==> src/design/pwm_pkg.sv <==
/*
  Shared constants, carrier types and helper functions for the two-channel
  pulse-width unit and its prescaler tap. Assumes a single 100 MHz core clock
  and a register port addressed by 16-bit word index.
*/
package pwm_pkg;

  localparam int CNT_W = 16;
  localparam int DUTY_W = 8;
  localparam int ADDR_W = 4;
  localparam int DATA_W = 16;
  localparam int PRESC_W = 7;
  localparam int CHAN_N = 2;

  // word addresses of the register port
  localparam logic [ADDR_W-1:0] ADDR_COUNTER = 4'h0;
  localparam logic [ADDR_W-1:0] ADDR_CTRL = 4'h1;
  localparam logic [ADDR_W-1:0] ADDR_DUTY = 4'h2;
  localparam logic [ADDR_W-1:0] ADDR_ACTIVE = 4'h3;

  // pwm_control bit positions
  localparam int CTRL_SEL_LSB = 0;
  localparam int CTRL_SEL_MSB = 2;
  localparam int CTRL_SF_A = 3;
  localparam int CTRL_CLKOUT_A = 5;
  localparam int CTRL_EN_A = 6;

  // byte lanes of a word
  localparam int LANE_LO = 0;
  localparam int LANE_HI = 1;
  localparam int FORCE_LSB = 8;

  localparam logic [2:0] SEL_EXT = 3'h7;
  localparam logic [2:0] SEL_TOP = 3'h6;
  localparam logic [7:0] CTRL_RESET = 8'h00;
  localparam logic [7:0] DUTY_RESET = 8'h00;
  localparam logic [1:0] FORCE_RESET = 2'h0;
  localparam logic [15:0] CNT_RESET = 16'h0000;
  localparam logic [15:0] CNT_ONE = 16'h0001;
  localparam logic [15:0] DATA_ZERO = 16'h0000;
  localparam logic [5:0] FORCE_PAD = 6'h00;
  localparam logic [6:0] PRESC_RESET = 7'h00;
  localparam logic [6:0] PRESC_ONE = 7'h01;
  localparam logic [6:0] PRESC_FULL = 7'h7F;
  localparam logic [7:0] FAST_LAST = 8'hFF;
  localparam logic [14:0] SLOW_LAST = 15'h7FFF;
  localparam int SLOW_LSB = 7;

  typedef struct packed {
    logic [ADDR_W-1:0] addr;
    logic [DATA_W-1:0] wdata;
    logic [1:0] be;
    logic wr;
    logic rd;
  } reg_req_t;

  typedef struct packed {
    logic [PRESC_W-1:0] div;
    logic ext_prev;
    logic tick;
    logic level;
  } presc_state_t;

  typedef struct packed {
    logic [CNT_W-1:0] cnt;
    logic [7:0] ctrl;
    logic [CHAN_N-1:0] force_hi;
    logic [CHAN_N-1:0][DUTY_W-1:0] duty;
    logic [CHAN_N-1:0][DUTY_W-1:0] act;
    logic [CHAN_N-1:0] force_act;
    logic [CHAN_N-1:0] pins;
    logic [DATA_W-1:0] rdata;
  } unit_state_t;

  function automatic logic [PRESC_W-1:0] tap_mask(input logic [2:0] sel);
    tap_mask = PRESC_FULL >> (SEL_TOP - sel);
  endfunction

  function automatic logic [DUTY_W-1:0] slice_of(input logic [CNT_W-1:0] cnt, input logic slow);
    slice_of = slow ? cnt[SLOW_LSB +: DUTY_W] : cnt[DUTY_W-1:0];
  endfunction

  function automatic logic cycle_last(input logic [CNT_W-1:0] cnt, input logic slow);
    cycle_last = slow ? (cnt[14:0] == SLOW_LAST) : (cnt[DUTY_W-1:0] == FAST_LAST);
  endfunction

  function automatic logic [DATA_W-1:0] merge_bytes(input logic [DATA_W-1:0] old,
                                                   input logic [DATA_W-1:0] nw,
                                                   input logic [1:0] be);
    merge_bytes = old;
    if (be[LANE_LO]) begin
      merge_bytes[7:0] = nw[7:0];
    end
    if (be[LANE_HI]) begin
      merge_bytes[15:8] = nw[15:8];
    end
  endfunction

endpackage

==> src/design/dual_channel_pwm_unit.sv <==
/*
  Two-channel pulse-width unit: shared 16-bit counter, per-channel fast/slow
  period, double-buffered 8-bit duty, force-high and general-purpose output.
  Assumes a word-indexed register port with byte enables, one-cycle strobes
  and read data in the cycle after the read strobe.
*/
// The register addresses and the plain strobed port were chosen for this implementation.
// Behaviour
// - both channels run from one 16-bit counter stepped by the prescaler clock.
// - fast period is 256 prescaler clocks, slow period is 32768.
// - channel A pin can show the counter's driving clock instead of its waveform.
// - after reset the counter runs from the core clock divided by two.
// - 3-bit select picks divide 2 to 128, code 111 picks the pin clock.
// - counter reads never disturb it; a word read is coherent.
// - counter resets to zero and takes writes only in freeze or test mode.
// - only counter bits 14 to 0 feed the channel period selection.
// - each channel has its own fast/slow select bit in control.
// - fast uses counter bits 7:0, slow uses bits 14:7.
// - duty zero stays low, 0x80 half high, 0xFF high 255 of 256 counts.
// - both 8-bit duty registers share one word, byte or word access.
// - force-high drives the pin high from the cycle end, except channel A while clock-out is on.
// - force-high bits are the two low force bits, at the control word.
// - a written duty is copied into the active buffer only at cycle end.
// - active duty buffers are read-only, byte or word readable.
// - duty and control registers reset to zero, read and write anytime.
// - control is the low byte of a word whose high byte is force.
// - with modulation disabled each pin drives its force-high bit.
// - reading the force-high bits returns the actual pin levels.
// - the force byte is reachable by byte or by word access.
`timescale 1ns/1ps
module dual_channel_pwm_unit import pwm_pkg::*; (
  input wire logic core_clk_in,
  input wire logic arst_n_in,
  input wire reg_req_t reg_req_in,
  input wire logic freeze_in,
  input wire logic ext_clk_in,
  output logic [DATA_W-1:0] rdata_out,
  output logic pwm_first_out,
  output logic pwm_second_out
);

  unit_state_t st_r;
  unit_state_t st_nxt;
  logic tick;
  logic tap_level;
  logic [CHAN_N-1:0] eoc;
  logic [CHAN_N-1:0] slow;
  logic [CHAN_N-1:0] en;
  logic wr_cnt;
  logic wr_ctrl;
  logic wr_duty;

  // prescaler select comes straight from the control register
  prescale_tap u_tap (
    .core_clk_in(core_clk_in),
    .arst_n_in(arst_n_in),
    .sel_in(st_r.ctrl[CTRL_SEL_MSB:CTRL_SEL_LSB]),
    .ext_clk_in(ext_clk_in),
    .tick_out(tick),
    .level_out(tap_level)
  );

  assign wr_cnt = reg_req_in.wr && (reg_req_in.addr == ADDR_COUNTER);
  assign wr_ctrl = reg_req_in.wr && (reg_req_in.addr == ADDR_CTRL);
  assign wr_duty = reg_req_in.wr && (reg_req_in.addr == ADDR_DUTY);

  // per-channel mode, enable and end-of-cycle strobe
  always_comb begin
    for (int i = 0; i < CHAN_N; i++) begin
      slow[i] = st_r.ctrl[CTRL_SF_A + i];
      en[i] = st_r.ctrl[CTRL_EN_A + i];
      // bit 15 never takes part in the period
      eoc[i] = tick && cycle_last(st_r.cnt, slow[i]);
    end
  end

  always_comb begin
    st_nxt = st_r;
    st_nxt.rdata = DATA_ZERO;

    // shared counter; a write wins over the step in freeze/test mode
    if (wr_cnt && freeze_in) begin
      st_nxt.cnt = merge_bytes(st_r.cnt, reg_req_in.wdata, reg_req_in.be);
    end else if (tick) begin
      st_nxt.cnt = st_r.cnt + CNT_ONE;
    end

    // control low byte, force high byte, each lane on its own
    if (wr_ctrl && reg_req_in.be[LANE_LO]) begin
      st_nxt.ctrl = reg_req_in.wdata[7:0];
    end
    if (wr_ctrl && reg_req_in.be[LANE_HI]) begin
      st_nxt.force_hi = reg_req_in.wdata[FORCE_LSB +: CHAN_N];
    end

    // duty A is the high byte, duty B the low byte
    if (wr_duty && reg_req_in.be[LANE_HI]) begin
      st_nxt.duty[0] = reg_req_in.wdata[15:8];
    end
    if (wr_duty && reg_req_in.be[LANE_LO]) begin
      st_nxt.duty[1] = reg_req_in.wdata[7:0];
    end

    for (int i = 0; i < CHAN_N; i++) begin
      // stored duty, not the same-cycle write, goes into the buffer
      if (eoc[i]) begin
        st_nxt.act[i] = st_r.duty[i];
      end
      // force waits for the cycle end so no runt pulse appears
      if (!en[i] || eoc[i]) begin
        st_nxt.force_act[i] = st_r.force_hi[i];
      end
      if (!en[i]) begin
        st_nxt.pins[i] = st_r.force_hi[i];
      end else if (st_r.force_act[i]) begin
        st_nxt.pins[i] = 1'b1;
      end else begin
        // duty 0 never high, 0xFF high for 255 of 256 slices
        st_nxt.pins[i] = slice_of(st_r.cnt, slow[i]) < st_r.act[i];
      end
    end
    // clock-out overrides channel A only while modulation is on
    if (en[0] && st_r.ctrl[CTRL_CLKOUT_A]) begin
      st_nxt.pins[0] = tap_level;
    end

    // whole word captured in one edge, so a word read is coherent
    if (reg_req_in.rd) begin
      case (reg_req_in.addr)
        ADDR_COUNTER: begin
          st_nxt.rdata = st_r.cnt;
        end
        ADDR_CTRL: begin
          st_nxt.rdata = {FORCE_PAD, st_r.pins, st_r.ctrl};
        end
        ADDR_DUTY: begin
          st_nxt.rdata = {st_r.duty[0], st_r.duty[1]};
        end
        ADDR_ACTIVE: begin
          st_nxt.rdata = {st_r.act[0], st_r.act[1]};
        end
        default: begin
          st_nxt.rdata = DATA_ZERO;
        end
      endcase
    end
  end

  always_ff @(posedge core_clk_in or negedge arst_n_in) begin
    if (!arst_n_in) begin
      st_r.cnt <= CNT_RESET;
      st_r.ctrl <= CTRL_RESET;
      st_r.force_hi <= FORCE_RESET;
      st_r.duty <= {DUTY_RESET, DUTY_RESET};
      st_r.act <= {DUTY_RESET, DUTY_RESET};
      st_r.force_act <= FORCE_RESET;
      st_r.pins <= FORCE_RESET;
      st_r.rdata <= DATA_ZERO;
    end else begin
      st_r <= st_nxt;
    end
  end

  assign rdata_out = st_r.rdata;
  assign pwm_first_out = st_r.pins[0];
  assign pwm_second_out = st_r.pins[1];
endmodule

==> src/design/prescale_tap.sv <==
/*
  Prescaler tap: divides the core clock by 2..128 or follows an external
  count clock, giving a one-cycle tick and a square level of the chosen rate.
  Assumes the external clock pin is already synchronous to core_clk_in.
*/
`timescale 1ns/1ps
module prescale_tap import pwm_pkg::*; (
  input wire logic core_clk_in,
  input wire logic arst_n_in,
  input wire logic [2:0] sel_in,
  input wire logic ext_clk_in,
  output logic tick_out,
  output logic level_out
);

  presc_state_t st_r;
  presc_state_t st_nxt;

  always_comb begin
    st_nxt = st_r;
    st_nxt.div = st_r.div + PRESC_ONE;
    st_nxt.ext_prev = ext_clk_in;
    if (sel_in == SEL_EXT) begin
      // rising edge of the pin clock counts once
      st_nxt.tick = ext_clk_in & ~st_r.ext_prev;
      st_nxt.level = ext_clk_in;
    end else begin
      // low sel+1 bits all ones: once every 2^(sel+1) cycles
      st_nxt.tick = (st_r.div & tap_mask(sel_in)) == tap_mask(sel_in);
      st_nxt.level = st_r.div[sel_in];
    end
  end

  always_ff @(posedge core_clk_in or negedge arst_n_in) begin
    if (!arst_n_in) begin
      st_r <= '{div: PRESC_RESET, ext_prev: 1'b0, tick: 1'b0, level: 1'b0};
    end else begin
      st_r <= st_nxt;
    end
  end

  assign tick_out = st_r.tick;
  assign level_out = st_r.level;

endmodule

==> config.mk <==
export PLATFORM = sky130hd
export DESIGN_NAME = dual_channel_pwm_unit
export DESIGN_NICKNAME = d
export VERILOG_FILES = /design/src/design/pwm_pkg.sv /design/src/design/dual_channel_pwm_unit.sv /design/src/design/prescale_tap.sv
export SDC_FILE = /design/constraint.sdc
export NUM_CORES = 1
export LEC_CHECK = 0
export BUFFER_PORTS_ARGS = -buffer_cell sky130_fd_sc_hd__buf_2
export CAP_MARGIN = 20
export CORE_AREA = 4 4 99 101
export CTS_CLUSTER_SIZE = 30
export DETAILED_ROUTE_END_ITERATION = 8
export DIE_AREA = 0 0 103 105
export PLACE_DENSITY = 0.8
export SLEW_MARGIN = 40
export SYNTH_ARGS = -nofsm -noshare
export SYNTH_HDL_FRONTEND = slang
export SYNTH_HIERARCHICAL = 1
export SYNTH_SLANG_ARGS = --single-unit
==> constraint.sdc <==
create_clock -name core_clk_in -period 2.5 [get_ports core_clk_in]
set_input_delay 0.5 -clock core_clk_in [delete_from_list [all_inputs] [get_ports core_clk_in]]
set_output_delay 0.5 -clock core_clk_in [all_outputs]
set_load 0.03 [all_outputs]
==> results.md, run 1 <==
* First-pass GRT wire length at 20000 um
* Achievable Freq at 464 MHz
* TritonCTS clock tree: yes
* Clock latency on the worst-skew pair at 360 ps
* Clk buf depth at 2
* Asr flop ratio synth at 100%
* Post-synth cell types at approximately 60
* GRT Util Overall at 23.9%
* Share of cells above drive strength 1 at 29.1%
* Critical path cell sequence: mux2_2 > ha_1 > a21o_1 > a21o_1 > a21o_1 > a311oi_1
* GRT overflow at 0
* Clk pin slew, worst setup/hold paths at 90 ps
* Max-slew violation count at 0
* Vias/cell at 6.41
* Inst Count DP at 569
* CP required at approximately 2800 ps
* Core ar. at 9020 sq um
* Seq/Total Area, Yosys at 46.3%
* R2R Path End: pwm_second_out$_DFF_PN0_
* Crit-path slowest cell: dfrtp_1
* CTS resizes at 0
* Area grow syn2layout at 10.6%
* Tightest Pin Transition at 704 ps
* Static leakage at 2.34 nW
* DRT Pass-1 Iters at 7
* Tot Pwr at 4.46 mW
* Endpoints failing hold at 0
* I/O Buffers at 45
* Register-to-register setup slack at 340 ps
* H-tree depth at 3
* RSZ-0062 raised after global routing: false
* EDFF count, synth at 0
* Final period util at 86.3%
* Worst path most repeated cell: a21o_1
* Hold buffers post-CTS at 0
* Setup TNS at 0 ps
* Row Count at 35
* Synth Warn # at 6
* Vias in the first global route at 3909
* DRC viols at 0
* Starting Density at 52.7%
* R2R Path Start: slow[1]$_DFFE_PN0P_
* Pwr/cell area at 848 nW/um^2
* Mapped Area at 4760 sq um
* DRT antenna net count at 0
* Largest net degree at the start of global routing at 55
* Die area at 10800 sq um
* Ys flop type: dfrtp_1
* CTS sink cnt at 88
* CP Max Fanout at 12
* Antenna fix cells at 0
* First DRT Iteration DRCs at 413
* Status: complete, no violations
* Crit start category: flop
* Mapped Avg Cell Area at 10.9 sq um
* Initial antenna violation count at 0
* Type of the worst setup path: flop to flop
* #FFs+latches synth at 88
* Critical Path AT at 2410 ps
* Nets at 518
* Relative slew slack at a little over half
* Setup bufs post-CTS at 0
* Clock Skew at 9.70 ps
* WHS at 193 ps
* Setup Viol. Count Final at 0
* Top-level port count at 46
* Final min period at 2160 ps
* DR WL/cell at 20.7 um
* GP Congestion at 0.951
* Root Buffer: clkbuf_8
* VDD IR max at 0.333 mV
* CP max stage delay at 590 ps
* Maximum Capacitance Violations at 0
* DIE HEIGHT at 105 um
* Vias at approximately 3.7k
* Die W at 103 um
* FILL cells at 757
* WL final at 12100 um
* Synthesized net count at 487
* TritonCTS Buffers at 9
* CP endpoint kind: flop
* Non-Filler Instances at 585
* Post-layout util at between 50% and 60%
* Worst Hold Class: input port to asynchronous set/reset pin
* Cells after synthesis at around 440
* Hpwl dp at 8720 um
* Reg2Reg Depth at 6
## cell usage in the layout (no fill, tap or decap), types with 3 or more instances in the layout
| master | synthesis | routed |
|---|---|---|
| a211oi_1 | 7 | 7 |
| a21oi_1 | 23 | 23 |
| mux2_2 | 55 | 55 |
| nand4_1 | 7 | 7 |
| nor3_1 | 5 | 5 |
| a311oi_1 | 4 | 4 |
| ha_1 | 21 | 21 |
| nand2_1 | 28 | 28 |
| a222oi_1 | 16 | 16 |
| buf_2 | 6 | 44 |
| o2bb2ai_1 | 3 | 3 |
| o22ai_1 | 6 | 6 |
| inv_1 | 22 | 22 |
| o221a_2 | 3 | 3 |
| and2_1 | 3 | 3 |
| inv_6 | 0 | 3 |
| nand3_1 | 13 | 13 |
| clkbuf_8 | 0 | 11 |
| o21ai_0 | 5 | 5 |
| o211ai_1 | 3 | 3 |
| and4_1 | 3 | 3 |
| a21o_1 | 5 | 5 |
| buf_4 | 16 | 11 |
| nor2_1 | 23 | 23 |
| and3_1 | 14 | 14 |
| xnor2_1 | 4 | 4 |
| dfrtp_1 | 88 | 88 |
## area by class of cell
| type | instances | area, sq um | share of cell area [%] |
|---|---|---|---|
| clock inverter | 5 | 61.3 | 1.17 |
| multi-input combinational | 291 | 2280 | 43.4 |
| tap | 111 | 139 | 2.64 |
| sequential | 88 | 2200 | 41.9 |
| inverter | 22 | 82.6 | 1.57 |
| timing repair buffer | 57 | 343 | 6.52 |
| clock buffer | 11 | 151 | 2.88 |
## sequential cells by signal (all words and copies together), names as in the netlist
signal           cells
pwm_second_out       1
u_tap/tick_out       1
st_r                56
u_tap/st_r           8
u_tap/level_out      1
slow                 2
pwm_first_out        1
en                   2
rdata_out           16
## metrics by stage
stage          cell area, sq um  worst slack, ps
3_5_place_dp               5050              266
3_3_place_gp               5050              270
2_1_floorplan              4760              418
5_1_grt                    5260              257
4_1_cts                    5260              355
6_report                   5260              343
## routing by layer
layer  part of all wire, %  up-vias  track usage [%]  routed length (um)
met5                     0        -                0                   0
met4                   3.1        0             9.34                 372
met3                   7.7       33             5.34                 928
met2                    48      188             37.3                5840
met1                    41     1835             32.0                4970
li1                      -     1693                -                   -
## power by group
part	internal (mW)	switching (mW)	total, mW
combinational	0.661	0.641	1.30
sequential	1.70	0.406	2.10
clock	0.526	0.528	1.05
total	2.89	1.58	4.46
## critical path: cells and delay by family (launching register included)
kind	cells	cell delay (ps)
AO/OA/AOI/OAI	4	780
adder cells (fa/ha/maj)	1	290
flip-flops	1	590
multiplexers	1	390
## synthesized netlist by cell type (3+ instances only)
cell,instances,share of area [%]
dfrtp_1,88,46
mux2_2,55,13
nand2_1,28,2.2
a21oi_1,23,2.4
nor2_1,23,1.8
inv_1,22,1.7
ha_1,21,5.5
a222oi_1,16,3.4
buf_4,16,2.5
and3_1,14,1.8
clkbuf_1,14,1.1
nand3_1,13,1.4
a211oi_1,7,1.1
nand4_1,7,0.92
buf_2,6,0.63
o22ai_1,6,0.79
a21o_1,5,0.79
nor3_1,5,0.53
o21ai_0,5,0.53
a311oi_1,4,0.74
xnor2_1,4,0.74
and2_1,3,0.39
and4_1,3,0.55
o211ai_1,3,0.47
o221a_2,3,0.71
o2bb2ai_1,3,0.55
## worst max path at each step
| stage | from | to | slack [ps] | cells past startpoint |
|---|---|---|---|---|
| floorplan | slow[1]$_DFFE_PN0P_ | pwm_second_out$_DFF_PN0_ | 420 | 7 |
| global placement | reg_req_in[21] | st_r[70]$_DFFE_PN0P_ | 270 | 5 |
| detailed placement | reg_req_in[21] | st_r[70]$_DFFE_PN0P_ | 270 | 5 |
| CTS | slow[1]$_DFFE_PN0P_ | pwm_second_out$_DFF_PN0_ | 350 | 6 |
| global route | slow[1]$_DFFE_PN0P_ | pwm_second_out$_DFF_PN0_ | 260 | 6 |
| finish | slow[1]$_DFFE_PN0P_ | pwm_second_out$_DFF_PN0_ | 340 | 6 |
## kinds of logic (layout without fill, tap and decap cells)
family | after synthesis | in the layout | share of synthesized area [%]
muxes | 58 | 58 | 13.9
DFF | 88 | 88 | 46.3
and+or+nand+nor | 114 | 114 | 12.6
buffers and inverters | 59 | 95 | 6.07
AOI/OAI and AO/OA | 93 | 93 | 14.6
adders and majority gates | 21 | 21 | 5.52
xor gates and xnor gates | 5 | 5 | 0.920
Power figures use the tool's default switching activity.
==> run 2: changes to the inputs <==
- REMOVE_ABC_BUFFERS: unset -> 1
==> results.md, run 2 (same netlist as run 1, synthesis figures left out) <==
* Status: complete, no violations
* Vias in the first global route at 3775
* Initial antenna violation count at 0
* Crit start category: flop
* Critical path depth at 6
* DRT antenna net count at 0
* VDD IR max at 0.352 mV
* Starting Density at a little over half
* I/O Buffers at 45
* WHS at 63.4 ps
* Critical path cell sequence: mux2_2 > ha_1 > a21o_1 > a21o_1 > a21o_1 > a311oi_1
* DP Area at roughly 5000 sq um
* Max-slew violation count at 0
* Maximum Capacitance Violations at 0
* Most common cell after layout, fill and taps aside: dfrtp_1
* Type of the worst setup path: flop to flop
* Reg2Reg Depth at 6
* Post-layout util at 57.9%
* Worst path most repeated cell: a21o_1
* First DRT Iteration DRCs at 420
* Core ar. at between 9000 and 10000 sq um
* Share of cells above drive strength 1 at between 20% and 30%
* Antenna fix cells at 0
* Row Count at 35
* Register-to-register setup slack at about 360 ps
* Setup Viol. Count Final at 0
* Clock latency on the worst-skew pair at 370 ps
* Clk pin slew, worst setup/hold paths at ~100 ps
* RSZ-0062 raised after global routing: false
* Final min period at 2140 ps
* First-pass GRT wire length at 19500 um
* Setup TNS at 0 ps
* TritonCTS Buffers at 9
* TritonCTS clock tree: yes
* FILL cells at 781
* GRT Util Overall at between 20% and 30%
* CP Max Fanout at 12
* Die W at 103 um
* DR WL/cell at 20.4 um
* CP max stage delay at 580 ps
* Largest net degree at the start of global routing at 56
* Vias at 3784
* Hpwl dp at 8570 um
* Reg with most FFs: st_r
* Final instance area at 5220 sq um
* CP required at 2760 ps
* Clk buf depth at 2
* Nets at 517
* H-tree depth at 3
* CP delay by family, top: compound AO/OA/AOI/OAI gates
* Clock Skew at 16.4 ps
* Largest register FFs at 56
* Pwr/cell area at slightly above 800 nW/um^2
* CTS resizes at 0
* R2R Path Start: slow[1]$_DFFE_PN0P_
* Area grow syn2layout at 9.78%
* Relative slew slack at between 40% and 50%
* CTS sink cnt at 88
* Hold buffers post-CTS at 0
* DIE HEIGHT at 105 um
* Final period util at 85.8%
* Root Buffer: clkbuf_8
* Tightest Pin Transition at 763 ps
* GRT overflow at 0
* Critical Path AT at about 2400 ps
* Top-level port count at 46
* Achievable Freq at 466 MHz
* WL final at 11900 um
* DRT Pass-1 Iters at 5
* R2R Path End: pwm_second_out$_DFF_PN0_
* Crit path buffers/inverters at 0
* CP endpoint kind: flop
* Die area at around 11000 sq um
* Setup bufs post-CTS at 0
* Endpoints failing hold at 0
* Vias/cell at 6.48
* Crit-path slowest cell: dfrtp_1
* Most frequent cells in the layout: 88 x dfrtp_1, 55 x mux2_2, 44 x buf_2, 28 x nand2_1
* Worst Hold Class: input port to asynchronous set/reset pin
* GP Congestion at just over 0.9
* DRC viols at 0
* Static leakage at 2.32 nW
[run 2: cell count changes in the layout (fill, tap and decap cells not counted)]
cell and delta:
clkbuf_8 -2, clkinvlp_4 +2, inv_6 -2, buf_12 -1, clkbuf_1 +1, clkinv_4 +1
[run 2: layer usage]
layer  GRT usage [%]  vias to the layer above  wire, um
met3            4.81                       28       907
met5               0                        -         0
met1            32.7                     1877      5050
li1                -                     1686         -
met4            8.97                        0       322
met2            35.1                      193      5660
[run 2: how the worst max path moves through the flow]
stage	startpoint	to	slack, ps
final	slow[1]$_DFFE_PN0P_	pwm_second_out$_DFF_PN0_	360
after global routing	slow[1]$_DFFE_PN0P_	pwm_second_out$_DFF_PN0_	280
after CTS	slow[1]$_DFFE_PN0P_	pwm_second_out$_DFF_PN0_	360
after detailed placement	reg_req_in[21]	st_r[70]$_DFFE_PN0P_	310
after global placement	reg_req_in[21]	st_r[69]$_DFFE_PN0P_	360
after floorplan	reg_req_in[21]	st_r[64]$_DFFE_PN0P_	20
[run 2: power by group]
group	internal, mW	switching, mW	total (mW)
Clock	0.466	0.526	0.992
Combinational	0.631	0.578	1.21
Sequential	1.70	0.445	2.14
Total	2.79	1.55	4.34
[run 2: area by class of cell]
class	instances	area, sq um	area share, %
sequential	88	2200	42.2
multi-input combinational	291	2280	43.7
inverter	22	82.6	1.58
clock inverter	6	67.6	1.29
timing repair buffer	56	323	6.18
tap	111	139	2.66
clock buffer	10	128	2.44
[run 2: per-stage QoR]
step           total power, mW  setup slack, ps  instances
2_1_floorplan             2.88             15.6        401
3_3_place_gp              3.28              356        568
3_5_place_dp              3.34              314        568
4_1_cts                   4.35              360        584
5_1_grt                   4.64              275        584
6_report                  4.34              355        584
